--- src/design/sac_defs.svh ---
// Constants for the successive-approximation converter control block
`ifndef SAC_DEFS_SVH
`define SAC_DEFS_SVH

`define SAC_RES_W 8
`define SAC_SRC_N 14
`define SAC_RES_RST 8'h00
`define SAC_TRIAL_MSB 8'h80
// ----------------------------------------
// Channel codes
// ----------------------------------------
`define SAC_CHS_PIN_LAST 4'hB
`define SAC_CHS_TEMP 4'hE
`define SAC_CHS_FREF 4'hF
`define SAC_SRC_TEMP 14'h1000
`define SAC_SRC_FREF 14'h2000
// ----------------------------------------
// Clock select codes and divider limits
// ----------------------------------------
`define SAC_CKS_DIV2 3'h0
`define SAC_CKS_DIV4 3'h4
`define SAC_CKS_DIV8 3'h1
`define SAC_CKS_DIV16 3'h5
`define SAC_CKS_DIV32 3'h2
`define SAC_CKS_DIV64 3'h6
`define SAC_CKS_RC_LOW 2'h3
`define SAC_LIM_DIV2 6'h01
`define SAC_LIM_DIV4 6'h03
`define SAC_LIM_DIV8 6'h07
`define SAC_LIM_DIV16 6'h0F
`define SAC_LIM_DIV32 6'h1F
`define SAC_LIM_DIV64 6'h3F
// ----------------------------------------
// Sequence length in bit periods and last bit count
// ----------------------------------------
`define SAC_PERIODS 4'hA
`define SAC_LAST_BIT 3'h7

`endif

--- src/design/sac_pkg.sv ---
// Types shared by the converter control modules
`include "sac_defs.svh"

package sac_pkg;
  typedef enum logic [1:0] {ST_IDLE, ST_DISC, ST_BITS, ST_XFER} sac_state_e;
  typedef logic [`SAC_RES_W-1:0] sac_word_t;
  typedef logic [`SAC_SRC_N-1:0] sac_src_t;
endpackage : sac_pkg

--- src/design/sac_tick.sv ---
// Bit-period tick generator from the system clock or the synced RC clock
`include "sac_defs.svh"

module sac_tick (
  input wire logic mclk_i,
  input wire logic rst_i,
  input wire logic [2:0] cks_i,
  input wire logic restart_i,
  input wire logic rc_edge_i,
  output logic tick_o
);
  import sac_pkg::*;

  logic [5:0] cnt_q;
  logic [5:0] lim;
  logic rc_sel;

  assign rc_sel = (cks_i[1:0] == `SAC_CKS_RC_LOW);

  always_comb begin
    lim = `SAC_LIM_DIV2;
    case (cks_i)
      `SAC_CKS_DIV4: lim = `SAC_LIM_DIV4;
      `SAC_CKS_DIV8: lim = `SAC_LIM_DIV8;
      `SAC_CKS_DIV16: lim = `SAC_LIM_DIV16;
      `SAC_CKS_DIV32: lim = `SAC_LIM_DIV32;
      `SAC_CKS_DIV64: lim = `SAC_LIM_DIV64;
      default: lim = `SAC_LIM_DIV2;
    endcase
  end

  // RC ticks cannot be realigned to a start, so the first RC period is short
  always_ff @(posedge mclk_i) begin
    if (rst_i) begin
      cnt_q <= 6'h00;
      tick_o <= 1'b0;
    end else if (rc_sel) begin
      cnt_q <= 6'h00;
      tick_o <= rc_edge_i;
    end else if (restart_i || cnt_q >= lim) begin
      cnt_q <= 6'h00;
      tick_o <= !restart_i;
    end else begin
      cnt_q <= cnt_q + 6'h01;
      tick_o <= 1'b0;
    end
  end
endmodule : sac_tick

--- src/design/sac_sar.sv ---
// Successive-approximation register, most significant bit first
`include "sac_defs.svh"

module sac_sar (
  input wire logic mclk_i,
  input wire logic rst_i,
  input wire logic load_i,
  input wire logic decide_i,
  input wire logic cmp_i,
  output sac_pkg::sac_word_t trial_o,
  output sac_pkg::sac_word_t bits_o,
  output sac_pkg::sac_word_t mask_o,
  output logic last_o
);
  import sac_pkg::*;

  sac_word_t ptr_q;
  sac_word_t bits_d;
  sac_word_t ptr_d;

  assign bits_d = cmp_i ? (bits_o | ptr_q) : bits_o;
  assign ptr_d = ptr_q >> 1;

  always_ff @(posedge mclk_i) begin
    if (rst_i || load_i) begin
      ptr_q <= `SAC_TRIAL_MSB;
      bits_o <= `SAC_RES_RST;
      mask_o <= `SAC_RES_RST;
      last_o <= 1'b0;
      trial_o <= `SAC_TRIAL_MSB;
    end else if (decide_i) begin
      ptr_q <= ptr_d;
      bits_o <= bits_d;
      mask_o <= mask_o | ptr_q;
      last_o <= cmp_i;
      trial_o <= bits_d | ptr_d;
    end
  end
endmodule : sac_sar

--- src/design/sac_ctrl.sv ---
// Top of the converter control: channel mux, sequencer, flag and wake
`include "sac_defs.svh"

module sac_ctrl (
  input wire logic mclk_i,
  input wire logic rst_i,
  input wire logic converter_enable_i,
  input wire logic conv_go_set_i,
  input wire logic conv_go_clear_i,
  input wire logic [3:0] channel_select_i,
  input wire logic [2:0] conv_clock_select_i,
  input wire logic conv_done_flag_clear_i,
  input wire logic conv_done_irq_enable_i,
  input wire logic global_irq_enable_i,
  input wire logic peripheral_irq_enable_i,
  input wire logic sleep_i,
  input wire logic dedicated_rc_clock_i,
  input wire logic comparator_i,
  output logic conv_go_busy_o,
  output logic conv_done_flag_o,
  output sac_pkg::sac_word_t conversion_result_o,
  output sac_pkg::sac_src_t source_select_o,
  output logic sample_hold_o,
  output sac_pkg::sac_word_t dac_code_o,
  output logic irq_o,
  output logic wake_o,
  output logic isr_branch_o,
  output logic resume_inline_o
);
  import sac_pkg::*;

  // ----------------------------------------
  // Declarations
  // ----------------------------------------
  sac_state_e state_q;
  logic enable_q;
  logic rc_s1_q;
  logic rc_s2_q;
  logic rc_s3_q;
  logic cmp_s1_q;
  logic cmp_s2_q;
  logic [2:0] bits_q;
  logic [3:0] per_cnt_q;
  logic tick;
  logic rc_sel;
  logic start;
  logic abort_sw;
  logic halt;
  logic kill;
  logic done_evt;
  logic decide;
  logic flag_d;
  logic irq_en_all;
  sac_src_t src_d;
  sac_word_t sar_bits;
  sac_word_t sar_mask;
  sac_word_t sar_trial;
  sac_word_t fill;
  logic sar_last;

  assign rc_sel = (conv_clock_select_i[1:0] == `SAC_CKS_RC_LOW);
  assign irq_en_all = global_irq_enable_i && peripheral_irq_enable_i;

  // ----------------------------------------
  // Input synchronisers
  // ----------------------------------------
  // RC clock is sampled as a level, not used as a clock: one domain only
  always_ff @(posedge mclk_i) begin
    if (rst_i) begin
      rc_s1_q <= 1'b0;
      rc_s2_q <= 1'b0;
      rc_s3_q <= 1'b0;
    end else begin
      rc_s1_q <= dedicated_rc_clock_i;
      rc_s2_q <= rc_s1_q;
      rc_s3_q <= rc_s2_q;
    end
  end

  // Comparator is analog, hence asynchronous to the decision tick
  always_ff @(posedge mclk_i) begin
    if (rst_i) begin
      cmp_s1_q <= 1'b0;
      cmp_s2_q <= 1'b0;
    end else begin
      cmp_s1_q <= comparator_i;
      cmp_s2_q <= cmp_s1_q;
    end
  end

  // Enable must be seen set a cycle before go is accepted
  always_ff @(posedge mclk_i) begin
    if (rst_i) begin
      enable_q <= 1'b0;
    end else begin
      enable_q <= converter_enable_i;
    end
  end

  // ----------------------------------------
  // Source multiplexer select
  // ----------------------------------------
  always_comb begin
    src_d = '0;
    if (channel_select_i <= `SAC_CHS_PIN_LAST) begin
      src_d[channel_select_i] = 1'b1;
    end else if (channel_select_i == `SAC_CHS_TEMP) begin
      src_d = `SAC_SRC_TEMP;
    end else if (channel_select_i == `SAC_CHS_FREF) begin
      src_d = `SAC_SRC_FREF;
    end
  end

  // One select feeds the single sample-and-hold; unused codes pick nothing
  always_ff @(posedge mclk_i) begin
    if (rst_i) begin
      source_select_o <= '0;
    end else begin
      source_select_o <= src_d;
    end
  end

  // Hold capacitor tracks the source only while idle and enabled
  always_ff @(posedge mclk_i) begin
    if (rst_i) begin
      sample_hold_o <= 1'b0;
    end else begin
      sample_hold_o <= converter_enable_i && state_q == ST_IDLE
        && !start;
    end
  end

  // ----------------------------------------
  // Bit period and approximation register
  // ----------------------------------------
  sac_tick u_tick (
    .mclk_i(mclk_i),
    .rst_i(rst_i),
    .cks_i(conv_clock_select_i),
    .restart_i(start),
    .rc_edge_i(rc_s2_q && !rc_s3_q),
    .tick_o(tick)
  );

  assign decide = (state_q == ST_BITS) && tick;

  sac_sar u_sar (
    .mclk_i(mclk_i),
    .rst_i(rst_i),
    .load_i(start),
    .decide_i(decide),
    .cmp_i(cmp_s2_q),
    .trial_o(sar_trial),
    .bits_o(sar_bits),
    .mask_o(sar_mask),
    .last_o(sar_last)
  );

  // Unresolved bits repeat the last decision
  for (genvar i = 0; i < `SAC_RES_W; i++) begin : g_fill
    assign fill[i] = sar_mask[i] ? sar_bits[i] : sar_last;
  end

  always_ff @(posedge mclk_i) begin
    if (rst_i) begin
      dac_code_o <= `SAC_RES_RST;
    end else begin
      dac_code_o <= sar_trial;
    end
  end

  // ----------------------------------------
  // Sequencer
  // ----------------------------------------
  // Go written while already converting is ignored
  assign start = conv_go_set_i && enable_q && !conv_go_busy_o
    && !(sleep_i && !rc_sel);
  assign abort_sw = conv_go_clear_i && state_q != ST_IDLE;
  assign halt = sleep_i && !rc_sel && state_q != ST_IDLE;
  assign kill = abort_sw || halt || !enable_q;
  assign done_evt = state_q == ST_XFER && tick && !kill;

  always_ff @(posedge mclk_i) begin
    if (rst_i) begin
      state_q <= ST_IDLE;
      bits_q <= 3'h0;
    end else if (kill) begin
      state_q <= ST_IDLE;
    end else begin
      unique case (state_q)
        ST_IDLE: begin
          if (start) begin
            state_q <= ST_DISC;
          end
        end
        ST_DISC: begin
          if (tick) begin
            state_q <= ST_BITS;
            bits_q <= 3'h0;
          end
        end
        ST_BITS: begin
          if (tick) begin
            bits_q <= bits_q + 3'h1;
            if (bits_q == `SAC_LAST_BIT) begin
              state_q <= ST_XFER;
            end
          end
        end
        ST_XFER: begin
          if (tick) begin
            state_q <= ST_IDLE;
          end
        end
      endcase
    end
  end

  // Sleep on a divided clock stops the work; result is left untouched
  always_ff @(posedge mclk_i) begin
    if (rst_i) begin
      conv_go_busy_o <= 1'b0;
    end else if (start) begin
      conv_go_busy_o <= 1'b1;
    end else if (done_evt || kill) begin
      conv_go_busy_o <= 1'b0;
    end
  end

  always_ff @(posedge mclk_i) begin
    if (rst_i) begin
      conversion_result_o <= `SAC_RES_RST;
    end else if (done_evt || (abort_sw && enable_q)) begin
      conversion_result_o <= fill;
    end
  end

  // ----------------------------------------
  // Done flag, interrupt and wake
  // ----------------------------------------
  // A completion in the clearing cycle keeps the flag set
  assign flag_d = done_evt || (conv_done_flag_o
    && !conv_done_flag_clear_i);

  always_ff @(posedge mclk_i) begin
    if (rst_i) begin
      conv_done_flag_o <= 1'b0;
      irq_o <= 1'b0;
    end else begin
      conv_done_flag_o <= flag_d;
      irq_o <= flag_d && conv_done_irq_enable_i;
    end
  end

  // Core runs the next instruction itself; these only steer the resume
  always_ff @(posedge mclk_i) begin
    if (rst_i) begin
      wake_o <= 1'b0;
      isr_branch_o <= 1'b0;
      resume_inline_o <= 1'b0;
    end else begin
      wake_o <= done_evt && sleep_i && conv_done_irq_enable_i;
      isr_branch_o <= done_evt && sleep_i && conv_done_irq_enable_i
        && irq_en_all;
      resume_inline_o <= done_evt && sleep_i && conv_done_irq_enable_i
        && !irq_en_all;
    end
  end

  // ----------------------------------------
  // Checks
  // ----------------------------------------
  always_ff @(posedge mclk_i) begin
    if (rst_i || start) begin
      per_cnt_q <= 4'h0;
    end else if (tick && state_q != ST_IDLE) begin
      per_cnt_q <= per_cnt_q + 4'h1;
    end
  end
endmodule : sac_ctrl

--- config.mk ---
export PLATFORM = sky130hd
export DESIGN_NAME = sac_ctrl
export DESIGN_NICKNAME = d
export VERILOG_FILES = /design/src/design/sac_pkg.sv /design/src/design/sac_tick.sv /design/src/design/sac_sar.sv /design/src/design/sac_ctrl.sv
export VERILOG_INCLUDE_DIRS = /design/src /design/src/design
export SDC_FILE = /design/constraint.sdc
export NUM_CORES = 1
export LEC_CHECK = 0
export BUFFER_PORTS_ARGS = -buffer_cell sky130_fd_sc_hd__buf_2
export CORE_AREA = 8 8 101 103
export CTS_CLUSTER_DIAMETER = 80
export DETAILED_ROUTE_END_ITERATION = 6
export DIE_AREA = 0 0 109 111
export GPL_TIMING_DRIVEN = 0
export PLACE_DENSITY = 0.69
export SLEW_MARGIN = 15
export SYNTH_ARGS = -nofsm -noshare
export SYNTH_HDL_FRONTEND = slang
export SYNTH_SLANG_ARGS = --single-unit
--- constraint.sdc ---
create_clock -name mclk_i -period 2.01 [get_ports mclk_i]
set_input_delay 0.1005 -clock mclk_i [delete_from_list [all_inputs] [get_ports mclk_i]]
set_output_delay 0.1005 -clock mclk_i [all_outputs]
set_load 0.02 [all_outputs]
==> summary.txt <==
outcome = finished, final reports clean
CP Max Fanout = 10
worst hold path type = in -> reg
Period Utilization, post-route = 89.2%
layout cells sized above 1 = 20.7%
fillers = 843
Rel. slew slack = 63.9%
Worst Clk Skew = 0.0107 ns
port bufs = 54
mapped cell area = 3340 um2
Final Hold Vio Count = 0
DR vias/cell = 4.98
met2 Use GR = 20.6%
hold path startpoint = channel_select_i[0]
FMAX = 558 MHz
Worst R2R Setup Slack = 0.22 ns
max incr delay on CP = 0.39 ns
CTS max path bufs = 2
WP data required = 2.30 ns
drt pass-1 iters = 4
initial cell density of the core = 39.1%
Die X = 109 um
DP HPWL = 5.44 mm
Hold Buf Count CTS = 9
worst hold stages = 3
met1 usage = 13.8%
remaining antenna violation count = 0
die area = 12100 um2
critical setup path kind = reg -> reg
cell taking the most area after synthesis = dfxtp_1
Wirelength per Cell = 13.7 um
grt peak-use layer = met2
P per Cell Area = 760 nW/um2
Final Max Tran Viols = 0
clock latency on the worst-skew pair = 0.36 ns
pin count of the biggest net entering global routing = 17
GRT overflow = 0
Post-synth EDFFs = 0
post-synthesis cell type count = 50
Routability Congestion = 0.813
Ant. Diodes = 0
CP arrival = 2.08 ns
Syn Nets = 382
first-pass GRT wire length = 12.1 mm
#FFs+latches synth = 88
vias = 2653
Area Growth Syn to Fin = 20.2%
final core occ = 46.9%
Yosys top cell area share = 52.8%
DRT iter0 DRCs = 111
CTS sink count = 88
worst-path cell chain = inv_1, ha_1, buf_2, nand2_1, clkbuf_1, nand2_1, a21oi_1
WHS Endpoint = source_select_o[9]$_SDFF_PP0_
Worst-Margin Slew = 0.528 ns
CP endpoint kind = register
IO Pins = 56
# resized after CTS = 0
H-tree depth = 3
maximum VDD drop = 0.000501 V
final setup TNS = 0 ns
Synth area leaders = dfxtp_1, ha_1, a21oi_1
post-synthesis async set-or-reset flop share = 0%
post-CTS setup repair buffer count = 0
M3 GR Usage = 4.53%
CTS buffer count = 9
worst r2r src = state_q[0]$_SDFFE_PP0P_
Sequential cell area = 1760 um2
Critical R2R Capture = u_sar.ptr_q[0]$_SDFFE_PP0P_
Setup-failing EPs final = 0
Ys Warns = 0
vias in the first global route = 2586
clock transition at the registers of the reported paths = 0.09 ns
slowest stage cell, crit path = clkbuf_1
max-cap check violation count = 0
Syn Inst Count = 346
Root Buffer = clkbuf_8
final wirelength = 7.28 mm
FF-to-FF path depth = 7
P_leak = 1.63 nW
Nets = 456
TritonCTS clock tree = built
minimum clock period = 1.79 ns
core area = 8550 um2
sequential share of the synthesized area = 52.8%
synthesized area per cell = 9.65 um2
area of the multi-input gates = 1450 um2
# DRC = 0
startpoint types = register
Total GRT Usage = 12.4%
Chip Height = 111 um
Top FF cell, synth = dfxtp_1
RSZ-0062 raised after global routing = false
most used cell, CP = nand2_1
initial antenna violation count = 0
number of cell rows = 34
[Yosys cell counts (3+ instances only)]
cell        n
dfxtp_1    88
inv_1       9
a211oi_1    7
nand2_1    22
buf_6       3
a21oi_1    41
clkbuf_1    5
a2111oi_0   7
o21ai_0     7
nand4_1     3
a21o_1      3
nor3_1     11
nand3_1     3
ha_1       17
buf_2       5
and3_1      3
nor2_1     48
mux2i_1     8
nor2b_1    16
nand2b_1    3
[critical path: cells and delay by family (launching register included)]
family | cells | cell delay (ns)
buf+inv | 3 | 0.65
flops | 1 | 0.37
simple gates | 2 | 0.36
fa+ha+maj | 1 | 0.19
compound gates | 1 | 0.17
[metal layers]
layer | wire length [um] | vias to the layer above
met5 | 0 | -
met4 | 109 | 0
met3 | 541 | 10
met2 | 3470 | 62
met1 | 3160 | 1239
li1 | - | 1342
[kinds of logic (layout without fill, tap and decap cells)]
| family | after synthesis | after routing | share of synthesized area, % |
|---|---|---|---|
| xor gates and xnor gates | 4 | 4 | 1.05 |
| DFF | 88 | 88 | 52.8 |
| AOI/OAI and AO/OA | 79 | 79 | 14.9 |
| and+or+nand+nor | 125 | 125 | 18.7 |
| muxes | 8 | 8 | 2.40 |
| buffers and inverters | 25 | 104 | 3.78 |
| adders and majority gates | 17 | 17 | 6.37 |
[cell usage in the layout, fill, tap and decap left out, drive strengths merged, types with 2 or more instances in the layout]
master,synthesis,routed
dfxtp,88,88
buf,11,65
nor2,48,48
a21oi,42,42
nand2,23,23
ha,17,17
nor2b,17,17
clkbuf,5,14
nor3,11,11
inv,9,11
dlygate4sd3,0,9
mux2i,8,8
a211oi,8,8
a2111oi,7,7
o21ai,7,7
and3,3,3
nand2b,3,3
nand4,3,3
a21o,3,3
nand3,3,3
clkinvlp,0,3
nor3b,3,3
and2,3,3
nand3b,2,2
a31oi,2,2
xor2,2,2
xnor2,2,2
clkinv,0,2
[report_power, final]
group / internal [mW] / switching [mW]
Clock: 0.456 / 0.642
Combinational: 0.0741 / 0.105
Sequential: 1.76 / 0.0115
Total: 2.29 / 0.759
[cell type report]
type | count | share of cell area (%)
flip-flops and latches | 88 | 43.9
multi-input cells | 233 | 36.2
repair buffers | 63 | 8.98
well taps | 108 | 3.37
clock buffers | 9 | 3.09
plain buffers | 16 | 2.31
clock inverters | 7 | 1.34
inverters | 9 | 0.842
[flip-flops by register name (all words and copies together), names as in the netlist, 2 cells and up]
signal	count
dac_code_o	8
source_select_o	14
u_sar.mask_o	8
bits_q	3
u_sar.ptr_q	8
u_sar.trial_o	8
conversion_result_o	8
state_q	2
u_sar.bits_o	8
u_tick.cnt_q	6
[per-stage QoR]
stage                     hold WS (ns)  cell area (um2)  setup slack [ns]  total power, mW  std cells
after floorplan                  0.177             3340             0.424             1.92        346
after global placement           0.289             3740             0.153             1.98        508
after detailed placement         0.292             3740             0.122             1.98        508
after CTS                       0.0208             4010             0.237             3.09        533
after global routing            0.0328             4010            0.0221             3.19        533
final                           0.0265             4010             0.217             3.05        533
[worst max path at each step]
stage | startpoint | endpoint | slack [ns] | cells after the start
after floorplan | conv_clock_select_i[0] | u_tick.cnt_q[2]$_SDFF_PP0_ | 0.42 | 8
after global placement | conv_clock_select_i[0] | u_tick.cnt_q[4]$_SDFF_PP0_ | 0.15 | 9
final | state_q[0]$_SDFFE_PP0P_ | u_sar.ptr_q[0]$_SDFFE_PP0P_ | 0.22 | 7
after global routing | state_q[0]$_SDFFE_PP0P_ | u_sar.ptr_q[0]$_SDFFE_PP0P_ | 0.02 | 7
after detailed placement | conv_clock_select_i[0] | u_tick.cnt_q[3]$_SDFF_PP0_ | 0.12 | 9
after CTS | state_q[0]$_SDFFE_PP0P_ | u_sar.ptr_q[0]$_SDFFE_PP0P_ | 0.24 | 7
No activity file was read; power rests on OpenSTA's default activity.
